$ cat config.mk
export PLATFORM = sky130hd
export DESIGN_NAME = occ_channel_ctrl
export DESIGN_NICKNAME = d
export VERILOG_FILES = /design/src/logic/occ_pkg.sv /design/src/logic/occ_channel_timer.sv /design/src/logic/occ_channel_ctrl.sv
export SDC_FILE = /design/constraint.sdc
export NUM_CORES = 1
export LEC_CHECK = 0
export ABC_CLOCK_PERIOD_IN_PS = 3800
export BUFFER_PORTS_ARGS = -buffer_cell sky130_fd_sc_hd__buf_2
export CELL_PAD_IN_SITES_DETAIL_PLACEMENT = 1
export CELL_PAD_IN_SITES_GLOBAL_PLACEMENT = 2
export CORE_ASPECT_RATIO = 1.4
export CORE_MARGIN = 4
export CORE_UTILIZATION = 40
export CTS_BUF_LIST = sky130_fd_sc_hd__clkbuf_4
export CTS_CLUSTER_DIAMETER = 200
export CTS_CLUSTER_SIZE = 12
export DETAILED_ROUTE_END_ITERATION = 8
export PLACE_DENSITY_LB_ADDON = 0.1
export SYNTH_ARGS = -nofsm -noshare
export SYNTH_HDL_FRONTEND = slang
export SYNTH_SLANG_ARGS = --single-unit
export TNS_END_PERCENT = 10
$ cat constraint.sdc
create_clock -name core_clk -period 3.8 [get_ports core_clk]
set_input_delay 0.57 -clock core_clk [delete_from_list [all_inputs] [get_ports core_clk]]
set_output_delay 0.57 -clock core_clk [all_outputs]
set_load 0.05 [all_outputs]
$ cat src/logic/occ_pkg.sv
// Constants and types shared by the output compare channel files
package occ_pkg;
  localparam int DATA_W = 16;
  localparam int ADDR_W = 3;
  // Register addresses
  localparam logic [2:0] ADDR_CTRL_ONE = 3'h0;
  localparam logic [2:0] ADDR_CTRL_TWO = 3'h1;
  localparam logic [2:0] ADDR_PRI_CMP = 3'h2;
  localparam logic [2:0] ADDR_SEC_CMP = 3'h3;
  localparam logic [2:0] ADDR_PERIOD = 3'h4;
  localparam logic [2:0] ADDR_TIMER = 3'h5;
  // Reset values
  localparam logic [15:0] CTRL_ONE_RST = 16'h0000;
  localparam logic [15:0] CTRL_TWO_RST = 16'h000C;
  localparam logic [15:0] PERIOD_RST = 16'hFFFF;
  // Control one fields
  localparam int C1_MODE_LSB = 0;
  localparam int C1_AUTOCLR = 3;
  localparam int C1_FSTAT_LSB = 4;
  localparam int C1_FEN_LSB = 7;
  localparam int C1_TSEL_LSB = 10;
  localparam int C1_IDLE_STOP = 13;
  localparam logic [15:0] C1_WMASK = 16'h3FFF;
  // Control two fields
  localparam int C2_SYNC_LSB = 0;
  localparam int C2_TRIS = 5;
  localparam int C2_TRIG_RUN = 6;
  localparam int C2_TRIG_NOT_SYNC = 7;
  localparam int C2_CASCADE = 8;
  localparam int C2_DCB_LSB = 9;
  localparam int C2_INVERT = 12;
  localparam int C2_FLT_TRIS = 13;
  localparam int C2_FLT_LEVEL = 14;
  localparam int C2_FLT_HOLD = 15;
  localparam logic [15:0] C2_WMASK = 16'hF7FF;
  localparam int FAULT_N = 3;
  // Channel modes
  localparam logic [2:0] MODE_OFF = 3'h0;
  localparam logic [2:0] MODE_SS_HIGH = 3'h1;
  localparam logic [2:0] MODE_SS_LOW = 3'h2;
  localparam logic [2:0] MODE_TOGGLE = 3'h3;
  localparam logic [2:0] MODE_DBL_ONE = 3'h4;
  localparam logic [2:0] MODE_DBL_CONT = 3'h5;
  localparam logic [2:0] MODE_PWM_EDGE = 3'h6;
  localparam logic [2:0] MODE_PWM_CTR = 3'h7;
  // Timer clock select codes
  localparam logic [2:0] TSEL_TMR1 = 3'h4;
  localparam logic [2:0] TSEL_PCLK = 3'h7;
  // Source select codes
  localparam logic [4:0] SRC_NONE = 5'h00;
  localparam logic [4:0] SRC_RSVD_A = 5'h10;
  localparam logic [4:0] SRC_RSVD_B = 5'h11;
  localparam logic [4:0] SRC_SELF = 5'h1F;
  // Sequencing for the compare modes, Gray along the usual path
  typedef enum logic [1:0] {
    OCC_IDLE = 2'b00,
    OCC_ARMED = 2'b01,
    OCC_ACTIVE = 2'b11,
    OCC_DONE = 2'b10
  } occ_state_t;
endpackage

$ cat src/logic/occ_channel_timer.sv
// Channel timer with period wrap, hold-clear and sync restart
`timescale 1ns/1ps
`default_nettype none
module occ_channel_timer (
  input wire logic core_clk, // Clock
  input wire logic srst, // Synchronous reset
  input wire logic ce, // Clock enable
  input wire logic tick, // Count enable from selected clock
  input wire logic hold_clear, // Keep count at zero
  input wire logic restart, // Sync event, restart count
  input wire logic [15:0] period, // Wrap value
  output logic [15:0] count, // Current count
  output logic stepped, // Count changed this cycle
  output logic wrap // Period completed
);
  wire logic at_period;
  wire logic [15:0] next_count;

  assign at_period = (count == period);
  assign next_count = (hold_clear || restart || at_period) ? 16'h0000 : count + 16'h0001;

  always_ff @(posedge core_clk) begin
    if (srst) begin
      count <= 16'h0000;
      stepped <= 1'b0;
      wrap <= 1'b0;
    end else if (ce) begin
      stepped <= 1'b0;
      wrap <= 1'b0;
      if (hold_clear || restart) begin
        count <= 16'h0000;
      end else if (tick) begin
        count <= next_count;
        stepped <= 1'b1;
        wrap <= at_period;
      end
    end
  end
endmodule // occ_channel_timer
`default_nettype wire

$ cat src/logic/occ_channel_ctrl.sv
// Output compare channel control: registers, modes, faults, trigger
//
// Decided for this implementation: the strobed register port and the address map.
`timescale 1ns/1ps
`default_nettype none
module occ_channel_ctrl (
  input wire logic core_clk, // Clock, 50 MHz
  input wire logic srst, // Synchronous reset, active high
  input wire logic ce, // Clock enable, freezes state when low
  input wire logic [2:0] addr, // Register address
  input wire logic [15:0] wdata, // Write data
  input wire logic wr, // Write strobe
  input wire logic rd, // Read strobe
  output logic [15:0] rdata, // Read data, cycle after strobe
  input wire logic [4:0] timer_ticks, // Timer 1..5 prescaler ticks
  input wire logic [31:0] source_events, // Trigger or sync events by code
  input wire logic [2:0] fault_inputs, // Fault 0 is fault pin A
  input wire logic cascade_carry_in, // Wrap pulse of the lower channel
  output logic cascade_carry_out, // Wrap pulse for the upper channel
  output logic compare_output, // Pin output level
  output logic compare_output_oe, // Pin drive enable
  output logic [1:0] fall_delay, // Falling edge fraction for pad delay
  output logic period_event // Own period completed
);
  function automatic logic pick_source(input logic [4:0] code, input logic [31:0] ev,
                                       input logic self_ev);
    logic hit;
    hit = 1'b0;
    if (code == occ_pkg::SRC_SELF) begin
      hit = self_ev;
    end else if (code != occ_pkg::SRC_NONE && code != occ_pkg::SRC_RSVD_A &&
                 code != occ_pkg::SRC_RSVD_B) begin
      hit = ev[code];
    end
    return hit;
  endfunction

  function automatic logic pick_tick(input logic [2:0] sel, input logic [4:0] ticks);
    logic t;
    t = 1'b0;
    if (sel < occ_pkg::TSEL_TMR1) begin
      // Codes 000 to 011 pick timers 2 to 5, held in tick bits 1 to 4
      t = ticks[{1'b0, sel[1:0]} + 3'd1];
    end else if (sel == occ_pkg::TSEL_TMR1) begin
      t = ticks[0];
    end else if (sel == occ_pkg::TSEL_PCLK) begin
      t = 1'b1;
    end
    return t;
  endfunction

  logic [15:0] ctrl_one;
  logic [15:0] ctrl_two;
  logic [15:0] primary_compare_value;
  logic [15:0] secondary_compare_value;
  logic [15:0] period_register;
  logic [15:0] pri_act;
  logic [15:0] sec_act;
  logic [1:0] dcb_act;
  logic [2:0] last_mode;
  logic out_level;
  logic fault_active;
  occ_pkg::occ_state_t state;
  occ_pkg::occ_state_t next_state;
  logic next_level;

  wire logic [15:0] channel_timer;
  wire logic stepped;
  wire logic wrap;
  wire logic [2:0] channel_mode_field;
  wire logic trig_flag_autoclear_mode;
  wire logic [2:0] fault_input_enables;
  wire logic [2:0] fault_status;
  wire logic [2:0] timer_clock_select;
  wire logic [4:0] source_select_field;
  wire logic pin_tristate;
  wire logic trigger_run_flag;
  wire logic trigger_not_sync;
  wire logic cascade_enable;
  wire logic [1:0] duty_fraction_bits;
  wire logic output_invert;
  wire logic fault_tristate_enable;
  wire logic fault_level;
  wire logic fault_hold_select;
  wire logic pwm_mode;
  wire logic mode_changed;
  wire logic wr_one;
  wire logic wr_two;
  wire logic src_event;
  wire logic tick_sel;
  wire logic timer_tick;
  wire logic hold_clear;
  wire logic sync_restart;
  wire logic match_pri;
  wire logic match_sec;
  wire logic pwm_level;
  wire logic [2:0] fault_hit;
  wire logic [2:0] next_fault_status;
  wire logic fault_source;
  wire logic fault_exit;
  wire logic trig_set;
  wire logic trig_clr;
  wire logic next_trig_run;
  wire logic drive_level;
  wire logic next_oe;
  wire logic [15:0] next_rdata;

  assign channel_mode_field = ctrl_one[occ_pkg::C1_MODE_LSB +: 3];
  assign trig_flag_autoclear_mode = ctrl_one[occ_pkg::C1_AUTOCLR];
  assign fault_status = ctrl_one[occ_pkg::C1_FSTAT_LSB +: 3];
  assign fault_input_enables = ctrl_one[occ_pkg::C1_FEN_LSB +: 3];
  assign timer_clock_select = ctrl_one[occ_pkg::C1_TSEL_LSB +: 3];
  assign source_select_field = ctrl_two[occ_pkg::C2_SYNC_LSB +: 5];
  assign pin_tristate = ctrl_two[occ_pkg::C2_TRIS];
  assign trigger_run_flag = ctrl_two[occ_pkg::C2_TRIG_RUN];
  assign trigger_not_sync = ctrl_two[occ_pkg::C2_TRIG_NOT_SYNC];
  assign cascade_enable = ctrl_two[occ_pkg::C2_CASCADE];
  assign duty_fraction_bits = ctrl_two[occ_pkg::C2_DCB_LSB +: 2];
  assign output_invert = ctrl_two[occ_pkg::C2_INVERT];
  assign fault_tristate_enable = ctrl_two[occ_pkg::C2_FLT_TRIS];
  assign fault_level = ctrl_two[occ_pkg::C2_FLT_LEVEL];
  assign fault_hold_select = ctrl_two[occ_pkg::C2_FLT_HOLD];

  assign pwm_mode = (channel_mode_field == occ_pkg::MODE_PWM_EDGE) ||
                    (channel_mode_field == occ_pkg::MODE_PWM_CTR);
  assign mode_changed = (channel_mode_field != last_mode);
  assign wr_one = wr && (addr == occ_pkg::ADDR_CTRL_ONE);
  assign wr_two = wr && (addr == occ_pkg::ADDR_CTRL_TWO);

  // Clock and source selection
  assign tick_sel = pick_tick(timer_clock_select, timer_ticks);
  // Upper half of a cascaded pair counts on the lower half's wrap
  assign timer_tick = cascade_enable ? cascade_carry_in : tick_sel;
  assign src_event = pick_source(source_select_field, source_events, wrap);
  // Self-selection loops through own wrap; software keeps clear of it
  assign trig_set = trigger_not_sync && src_event;
  assign hold_clear = (channel_mode_field == occ_pkg::MODE_OFF) ||
                      (trigger_not_sync && !trigger_run_flag && !trig_set);
  assign sync_restart = !trigger_not_sync && src_event;

  occ_channel_timer u_timer (
    .core_clk(core_clk),
    .srst(srst),
    .ce(ce),
    .tick(timer_tick),
    .hold_clear(hold_clear),
    .restart(sync_restart),
    .period(period_register),
    .count(channel_timer),
    .stepped(stepped),
    .wrap(wrap)
  );

  assign match_pri = stepped && (channel_timer == pri_act);
  assign match_sec = stepped && (channel_timer == sec_act);

  // Trigger run flag: hardware set wins over any clear
  assign trig_clr = (wr_two && !wdata[occ_pkg::C2_TRIG_RUN]) ||
                    (trig_flag_autoclear_mode && match_sec);
  assign next_trig_run = trig_set || (trigger_run_flag && !trig_clr);

  // Fault capture per input
  genvar gi;
  generate
    for (gi = 0; gi < occ_pkg::FAULT_N; gi++) begin : g_fault
      assign fault_hit[gi] = pwm_mode && fault_input_enables[gi] && fault_inputs[gi];
      assign next_fault_status[gi] = fault_hit[gi] ||
        (fault_status[gi] && !(wr_one && !wdata[occ_pkg::C1_FSTAT_LSB + gi]));
    end
  endgenerate
  assign fault_source = |fault_hit;
  assign fault_exit = !fault_source &&
                      (fault_hold_select ? (fault_status == 3'h0) : wrap);

  // PWM waveform from buffered compare values
  assign pwm_level = (channel_mode_field == occ_pkg::MODE_PWM_CTR) ?
                     ((channel_timer >= pri_act) && (channel_timer < sec_act)) :
                     (channel_timer < sec_act);

  // Compare mode sequencing
  always_comb begin
    next_state = state;
    next_level = out_level;
    if (mode_changed) begin
      // Any write that changes the mode restarts the sequence
      next_level = (channel_mode_field == occ_pkg::MODE_SS_LOW);
      if (channel_mode_field == occ_pkg::MODE_OFF) begin
        next_state = occ_pkg::OCC_IDLE;
      end else begin
        next_state = occ_pkg::OCC_ARMED;
      end
    end else begin
      case (channel_mode_field)
        occ_pkg::MODE_SS_HIGH, occ_pkg::MODE_SS_LOW: begin
          if (state == occ_pkg::OCC_ARMED && match_pri) begin
            next_level = (channel_mode_field == occ_pkg::MODE_SS_HIGH);
            next_state = occ_pkg::OCC_DONE;
          end
        end
        occ_pkg::MODE_TOGGLE: begin
          if (match_pri) begin
            next_level = !out_level;
          end
        end
        occ_pkg::MODE_DBL_ONE, occ_pkg::MODE_DBL_CONT: begin
          if (state == occ_pkg::OCC_ARMED && match_pri) begin
            next_level = !out_level;
            next_state = occ_pkg::OCC_ACTIVE;
          end else if (state == occ_pkg::OCC_ACTIVE && match_sec) begin
            next_level = !out_level;
            if (channel_mode_field == occ_pkg::MODE_DBL_CONT) begin
              next_state = occ_pkg::OCC_ARMED;
            end else begin
              next_state = occ_pkg::OCC_DONE;
            end
          end
        end
        occ_pkg::MODE_PWM_EDGE, occ_pkg::MODE_PWM_CTR: begin
          next_level = pwm_level;
          next_state = occ_pkg::OCC_ACTIVE;
        end
        default: begin
          next_level = 1'b0;
          next_state = occ_pkg::OCC_IDLE;
        end
      endcase
    end
  end

  // Disabled channel parks the pin low, whatever the invert bit says
  assign drive_level = (channel_mode_field == occ_pkg::MODE_OFF) ? 1'b0 :
                       fault_active ? fault_level :
                       (out_level ^ output_invert);
  assign next_oe = (!pin_tristate || (fault_active && fault_tristate_enable)) &&
                   (channel_mode_field != occ_pkg::MODE_OFF);

  assign next_rdata =
    (addr == occ_pkg::ADDR_CTRL_ONE) ? ctrl_one :
    (addr == occ_pkg::ADDR_CTRL_TWO) ? ctrl_two :
    (addr == occ_pkg::ADDR_PRI_CMP) ? primary_compare_value :
    (addr == occ_pkg::ADDR_SEC_CMP) ? secondary_compare_value :
    (addr == occ_pkg::ADDR_PERIOD) ? period_register :
    (addr == occ_pkg::ADDR_TIMER) ? channel_timer : 16'h0000;

  // Register file
  always_ff @(posedge core_clk) begin
    if (srst) begin
      ctrl_one <= occ_pkg::CTRL_ONE_RST;
      ctrl_two <= occ_pkg::CTRL_TWO_RST;
      primary_compare_value <= 16'h0000;
      secondary_compare_value <= 16'h0000;
      period_register <= occ_pkg::PERIOD_RST;
      rdata <= 16'h0000;
    end else if (ce) begin
      rdata <= rd ? next_rdata : 16'h0000;
      if (wr_one) begin
        ctrl_one <= wdata & occ_pkg::C1_WMASK;
      end
      ctrl_one[occ_pkg::C1_FSTAT_LSB +: 3] <= next_fault_status;
      if (wr_two) begin
        ctrl_two <= wdata & occ_pkg::C2_WMASK;
      end
      ctrl_two[occ_pkg::C2_TRIG_RUN] <= next_trig_run;
      if (wr && addr == occ_pkg::ADDR_PRI_CMP) begin
        primary_compare_value <= wdata;
      end
      if (wr && addr == occ_pkg::ADDR_SEC_CMP) begin
        secondary_compare_value <= wdata;
      end
      if (wr && addr == occ_pkg::ADDR_PERIOD) begin
        period_register <= wdata;
      end
    end
  end

  // Duty buffers: latched at period end in PWM, transparent otherwise
  always_ff @(posedge core_clk) begin
    if (srst) begin
      pri_act <= 16'h0000;
      sec_act <= 16'h0000;
      dcb_act <= 2'h0;
    end else if (ce && (!pwm_mode || wrap)) begin
      pri_act <= primary_compare_value;
      sec_act <= secondary_compare_value;
      dcb_act <= duty_fraction_bits;
    end
  end

  // Channel sequencing, fault state and pin outputs
  always_ff @(posedge core_clk) begin
    if (srst) begin
      state <= occ_pkg::OCC_IDLE;
      out_level <= 1'b0;
      last_mode <= occ_pkg::MODE_OFF;
      fault_active <= 1'b0;
      compare_output <= 1'b0;
      compare_output_oe <= 1'b0;
      fall_delay <= 2'h0;
      cascade_carry_out <= 1'b0;
      period_event <= 1'b0;
    end else if (ce) begin
      state <= next_state;
      out_level <= next_level;
      last_mode <= channel_mode_field;
      if (!pwm_mode) begin
        fault_active <= 1'b0;
      end else if (fault_source) begin
        fault_active <= 1'b1;
      end else if (fault_exit) begin
        fault_active <= 1'b0;
      end
      compare_output <= drive_level;
      compare_output_oe <= next_oe;
      fall_delay <= pwm_mode ? dcb_act : duty_fraction_bits;
      cascade_carry_out <= wrap;
      period_event <= wrap;
    end
  end
endmodule // occ_channel_ctrl
`default_nettype wire

Word-level counts from Yosys, hierarchy flattened
Index checks and enable logic that the tools add are counted.
{"block": "op_classes", "reduce_logical": 79, "addsub": 2, "n_mux": 45, "n_bitwise": 1, "n_lt_le_gt_ge": 5, "n_eq_ne": 28}
{"op": "16-bit 2-to-1 mux", "n": 10}
{"op": "16-bit == test", "n": 3}
{"op": "1-bit logical AND", "n": 35}
{"op": "1-bit 2-to-1 mux", "n": 25}
{"op": "3-bit == test (second input constant)", "n": 8}
{"op": "16-bit by 1-bit adder with 16-bit output (second input constant)", "n": 1}
{"op": "16-bit >= comparator", "n": 1}
{"op": "16-bit less-than comparator", "n": 1}
{"op": "1-bit zero test", "n": 14}
{"op": "2-bit AND reduction", "n": 7}
{"op": "3-bit by 2-bit == test with 1-bit output (second input constant)", "n": 4}
{"op": "2-bit 2-to-1 mux", "n": 6}
{"op": "1-bit logical OR", "n": 11}
{"op": "5-bit != test (second input constant)", "n": 2}
{"op": "3-bit zero test", "n": 3}
{"op": "2-bit case mux with 4 select lines", "n": 1}
{"op": "4-bit AND reduction", "n": 2}
{"op": "3-bit by 1-bit == test with 1-bit output (second input constant)", "n": 2}
{"op": "5-bit by 6-bit less-than comparator with 1-bit output (second input constant)", "n": 1}
{"op": "3-bit != test (second input constant)", "n": 2}
{"op": "2-bit OR reduction", "n": 3}
{"op": "1-bit binary-select mux with 5-bit select", "n": 1}
{"op": "5-bit == test (second input constant)", "n": 1}
{"op": "5-bit nonzero test", "n": 1}
{"op": "15 further kinds", "n": 15}
{"block": "totals", "word_cells": 182, "in_bits": 65, "output_inout_bits": 22, "regBits": 157}

Logic depth before layout (Yosys ltp)
{"block": "depth", "word_depth": 14, "mapped_depth": 11}

Hierarchy
From an unflattened synthesis, not the netlist that was laid out.
{"block": "unflattened", "hier_cells": 1012, "hier_area_um2": 8185.4}
{"mod": "occ_channel_ctrl", "instances": 1, "area_per_inst_um2": 7230.7, "cells_each": 903}
{"mod": "occ_channel_timer", "instances": 1, "area_per_inst_um2": 954.7, "cells_each": 109}

Worst setup path after synthesis
Ideal clock, no wire load.
{"block": "synth_timing", "path_type": "input to register", "startpoint": "input source_events[26]", "endpoint": "register u_timer.count[5]", "t_required_ns": 3.728, "n_path_buf": 2, "setup_ns": 0.072, "arrival_time_ns": 2.459, "setup_slack_ns": 1.270, "cell_stages": 9, "cell_sequence": "mux4_1 and3b_1 a31o_1 o31a_1 buf_6 o221a_4 buf_6 a21oi_2 mux2i_1"}
{"block": "synth_via", "elab_chain_len": 13, "elab_cells_between_ends": 16, "classes_between": "7 x mux; 9 x reduce/logical"}
{"item": "start, declared", "line_no": "occ_channel_ctrl.sv:16", "rtl": "input wire logic [31:0] source_events,"}
{"item": "1-bit binary-select mux with 5-bit select (*)", "line_no": "occ_channel_ctrl.sv:33", "rtl": "hit = ev[code];"}
{"item": "1-bit 2-to-1 mux (not written as such) (*)", "line_no": "occ_channel_ctrl.sv:33"}
{"item": "1-bit 2-to-1 mux (*)", "line_no": "occ_channel_ctrl.sv:31", "rtl": "end else if (code != occ_pkg::SRC_NONE && code != occ_pkg::SRC_RSVD_A &&"}
{"item": "1-bit 2-to-1 mux (*)", "line_no": "occ_channel_ctrl.sv:29", "rtl": "if (code == occ_pkg::SRC_SELF) begin"}
{"item": "1-bit logical AND", "line_no": "occ_channel_ctrl.sv:136", "rtl": "assign trig_set = trigger_not_sync && src_event;"}
{"item": "1-bit zero test", "line_no": "occ_channel_ctrl.sv:138", "rtl": "(trigger_not_sync && !trigger_run_flag && !trig_set);"}
{"item": "1-bit logical AND", "line_no": "occ_channel_ctrl.sv:138"}
{"item": "1-bit logical OR", "line_no": "occ_channel_ctrl.sv:137", "rtl": "assign hold_clear = (channel_mode_field == occ_pkg::MODE_OFF) ||"}
{"item": "1-bit logical OR (*)", "line_no": "occ_channel_timer.sv:20, occ_channel_timer.sv:30"}
{"item": "1-bit logical OR", "line_no": "occ_channel_timer.sv:20", "rtl": "assign next_count = (hold_clear || restart || at_period) ? 16'h0000 : count + 16'h0001;"}
{"item": "16-bit 2-to-1 mux", "line_no": "occ_channel_timer.sv:20"}
{"item": "16-bit 2-to-1 mux", "line_no": "occ_channel_timer.sv:32", "rtl": "end else if (tick) begin"}
{"item": "16-bit 2-to-1 mux", "line_no": "occ_channel_timer.sv:30", "rtl": "if (hold_clear || restart) begin"}
{"item": "end signal, assigned", "line_no": "occ_channel_timer.sv:33", "rtl": "count <= next_count;"}
{"item": "end, declared", "line_no": "occ_channel_timer.sv:12", "rtl": "output logic [15:0] count,"}
Every way passes the cells marked *; elsewhere a longest branch is shown, timed or not. The select of a mux whose other input is x is not followed.
A chain may end at the register's enable or synchronous reset.

Final worst setup path
{"block": "layout_timing", "startpoint": "register ctrl_one[10]", "endpoint": "register u_timer.count[12]"}
{"block": "layout_via", "elab_chain_len": 7, "elab_cells_between_ends": 12, "classes_between": "1 x add/sub; 1 x order compare; 2 x eq/ne; 6 x mux; 2 x reduce/logical"}
{"item": "start, declared", "line_no": "occ_channel_ctrl.sv:52", "rtl": "logic [15:0] ctrl_one;"}
{"item": "start signal, assigned", "line_no": "occ_channel_ctrl.sv:248", "rtl": "ctrl_one <= occ_pkg::CTRL_ONE_RST;"}
{"item": "start signal, assigned", "line_no": "occ_channel_ctrl.sv:257", "rtl": "ctrl_one <= wdata & occ_pkg::C1_WMASK;"}
{"item": "start signal, assigned by index", "line_no": "occ_channel_ctrl.sv:259", "rtl": "ctrl_one[occ_pkg::C1_FSTAT_LSB +: 3] <= next_fault_status;"}
{"item": "2-bit by 1-bit adder with 3-bit output or 3-bit == test (tied branches)", "line_no": "occ_channel_ctrl.sv:43, occ_channel_ctrl.sv:46"}
{"item": "1-bit binary-select mux with 3-bit select or 1-bit 2-to-1 mux (tied branches)", "line_no": "occ_channel_ctrl.sv:43, occ_channel_ctrl.sv:46"}
{"item": "1-bit 2-to-1 mux (on tied branches)", "line_no": "occ_channel_ctrl.sv:43, occ_channel_ctrl.sv:44"}
{"item": "1-bit 2-to-1 mux (*)", "line_no": "occ_channel_ctrl.sv:41", "rtl": "if (sel < occ_pkg::TSEL_TMR1) begin"}
{"item": "1-bit 2-to-1 mux (*)", "line_no": "occ_channel_ctrl.sv:133", "rtl": "assign timer_tick = cascade_enable ? cascade_carry_in : tick_sel;"}
{"item": "2-bit nonzero test (no line) (*)"}
{"item": "2-bit AND reduction (no line) (*)"}
Marks and branches as above.

==> results.tsv <==
metric	value	unit
outcome	finished clean	
register area	3140	um^2
DR pass1 iterations	7	
FF-to-FF setup slack	0.81	ns
CTS Buf Count	17	
via/cell ratio	5.86	
Area contributors post-synth	dfxtp_1, nand2_1, a21oi_1	
CP cell instances	inv_1, ha_1, nor2b_1, o21ai_0, a221oi_1, o31a_1, a21oi_2, o211ai_1, mux2i_1	
Initial Util	0.410	
CTS tree	yes	
WP buf/inv	1	
critical path's slowest cell	a21oi_2	
Max Used Layer	met4	
Final period util	0.788	
share of layout cells above drive strength 1	0.164	
FF-to-FF End	u_timer.count[12]$_SDFFE_PP0P_	
routed wire length per instance	23.3	um
sequential area share after synthesis	0.361	
number of synthesized flops with an enable pin	0	
CTS clk-pin slew, worst paths	0.15	ns
area grow syn2layout	8.93	%
DRT met1 WL	13400	um
IO Pins	87	
final wirelength	32300	um
Yosys top cell area share	0.361	
post-route cell area	9500	um^2
min cycle time layout	2.99	ns
largest net degree at the start of global routing	76	
hold crit path type	in2reg	
WS Path Type	reg2reg	
via count	8134	
clock sinks	157	
MaxCap Viol Count	0	
H-tree depth	4	
hold path cells	3	
Worst setup EP type	flip-flop	
dpl hpwl	24300	um
Yosys reg bits	157	
PostCTS Resize Cnt	0	
reg2reg start	ctrl_one[10]$_SDFFE_PP0P_	
Worst setup SP type	flip-flop	
P_leak	3.46	nW
Final Max Slew Viols	0	
Core Box Area	21300	um^2
Hold Buf Count CTS	0	
nets	1214	
Final Skew	0.0237	ns
P per Cell Area	315	nW/um^2
FMAX	334	MHz
area leader, netlist	dfxtp_1	
worst-case clock buffer depth	2	
DR WL met2	16600	um
max incr delay on CP	0.92	ns
# setup viols final	0	
Req. time, crit path	4.32	ns
Placed Area	9250	um^2
Yosys Warn Count	0	
Placer Congestion	0.901	
actual slew at the worst max-slew pin	1.16	ns
Iteration-0 DRC Markers	492	
clock latency on the worst-skew pair	0.60	ns
Worst slew margin	0.228	
Worst Hold End	secondary_compare_value[3]$_SDFFE_PP0P_	
Post-CTS Setup Inserts	0	
setup tns final	0	ns
Synth Flop Type	dfxtp_1	
Peak VDD IR	0.000200	V
Final Hold Viols	0	
CP Max Fanout	25	
die area	24300	um^2
Total GRT Usage	0.270	
RSZ-0062 raised after global routing	false	
mean area per synthesized cell	8.20	um^2
Reg2Reg Depth	9	
multi-input logic area	4970	um^2
Port-buffer cells	86	
CTS root buf	clkbuf_4	
ys async rst share	0	
total gr overflow	0	
Routed Antenna Nets	0	
initial antenna violation count	1	
CP arrival	3.51	ns
fillcell total	2624	
# rows	63	
first-pass GRT wire length	49500	um
Netlist cell types	67	
Cells after Synth	1063	
Die Span Y	183	um
Die X-Extent	133	um
DRC	0	
mapped cell area	8720	um^2
met3 routed WL	1190	um
Hold Crit Start	wdata[3]	
vias in the first global route	8133	
CP delay by family, top	compound AO/OA/AOI/OAI gates	
Synth Net Count	1163	
## metrics by stage
stage | setup slack, ns | utilization | cells | total power [W] | hold WS (ns)
6_report | 0.805 | 0.446 | 1388 | 0.00299 | 0.235
5_1_grt | 0.487 | 0.446 | 1388 | 0.00313 | 0.199
4_1_cts | 0.776 | 0.446 | 1387 | 0.00302 | 0.187
3_5_place_dp | 0.801 | 0.435 | 1355 | 0.00209 | 0.450
3_3_place_gp | 0.948 | 0.435 | 1355 | 0.00208 | 0.443
2_1_floorplan | 1.27 | - | 1063 | 0.00195 | 0.436
## final cells by class
type / instances / area share
well taps: 260 / 0.0343
clock inverters: 12 / 0.00949
flip-flops and latches: 157 / 0.331
inverters: 51 / 0.0202
diodes: 1 / 0.000264
multi-input cells: 776 / 0.524
clock buffers: 20 / 0.0158
repair buffers: 111 / 0.0653
## worst min-delay path: cells and delay by family
family / cells / cell delay [ns]
simple gates: 1 / 0.06
compound gates: 1 / 0.05
buf+inv: 1 / 0.13
## cells in the final DEF (no fill, tap or decap), types with 5 or more instances in the layout
cell	Yosys	routed
a22oi_1	10	10
nand2_1	215	215
nand2b_1	12	12
buf_2	3	85
o21ai_0	17	17
a21oi_2	13	14
clkinvlp_4	0	5
a31oi_1	5	5
o31ai_1	10	9
nand3_1	10	10
a21o_1	10	10
a221oi_1	7	7
o211ai_1	29	29
clkbuf_4	0	20
xor2_1	19	19
a21oi_1	123	122
inv_1	51	51
mux2i_1	40	40
buf_4	4	26
dfxtp_1	157	157
o221ai_1	6	6
and3_1	6	6
nand4_1	17	17
o22ai_1	6	6
nor3_1	14	12
a211o_1	20	20
mux2_2	11	11
nor2_1	38	37
nand3b_1	5	5
ha_1	35	35
nor2b_1	34	34
## worst max-delay path by stage
stage | to | from | cells after the start
floorplan | u_timer.count[5]$_SDFFE_PP0P_ | source_events[26] | 9
global placement | u_timer.count[9]$_SDFFE_PP0P_ | ctrl_one[10]$_SDFFE_PP0P_ | 9
detailed placement | u_timer.count[15]$_SDFFE_PP0P_ | ctrl_one[10]$_SDFFE_PP0P_ | 9
CTS | u_timer.count[10]$_SDFFE_PP0P_ | ctrl_one[10]$_SDFFE_PP0P_ | 9
global route | u_timer.count[4]$_SDFFE_PP0P_ | ctrl_one[10]$_SDFFE_PP0P_ | 9
finish | u_timer.count[12]$_SDFFE_PP0P_ | ctrl_one[10]$_SDFFE_PP0P_ | 9
## layer usage
| layer | vias to the layer above | track usage |
|---|---|---|
| li1 | 3855 | - |
| met5 | - | 0 |
| met1 | 4050 | 0.331 |
| met2 | 182 | 0.474 |
| met3 | 47 | 0.0353 |
| met4 | 0 | 0.114 |
## kinds of logic (layout without fill, tap and decap cells)
family,after synthesis,in the layout,synth area share
and+or+nand+nor,370,370,0.192
DFF,157,157,0.361
adders and majority gates,35,35,0.0502
buffers and inverters,130,194,0.0729
xor gates and xnor gates,20,20,0.0201
muxes,58,58,0.0795
AOI/OAI and AO/OA,293,293,0.225
other,0,1,0
## power by group
group / switching [W] / internal, W
clock: 0.000657 / 0.000283
combinational: 0.000241 / 0.000119
sequential: 0.0000240 / 0.00167
## registers in the layout (all words and copies together) (netlist names)
signal	flops
compare_output	1
compare_output_oe	1
ctrl_one	14
ctrl_two	15
dcb_act	2
fall_delay	2
fault_active	1
last_mode	3
out_level	1
period_event	1
period_register	16
pri_act	16
primary_compare_value	16
rdata	16
sec_act	16
secondary_compare_value	16
state	2
u_timer.count	16
u_timer.stepped	1
u_timer.wrap	1
## Yosys cell counts (all sizes together), types with 6 or more instances
| master | number |
|---|---|
| and3 | 7 |
| a21o | 10 |
| clkbuf | 63 |
| o21ai | 19 |
| o211ai | 29 |
| nand2b | 12 |
| xor2 | 19 |
| nand2 | 215 |
| mux4 | 7 |
| o22ai | 6 |
| nor2b | 34 |
| mux2i | 40 |
| buf | 16 |
| o31ai | 10 |
| mux2 | 11 |
| a221oi | 7 |
| nand3 | 10 |
| ha | 35 |
| a21oi | 136 |
| nand4 | 17 |
| o221ai | 6 |
| a211o | 20 |
| nor2 | 38 |
| a22oi | 10 |
| inv | 51 |
| dfxtp | 157 |
| nor3 | 14 |
No activity file was read; power rests on OpenSTA's default activity.
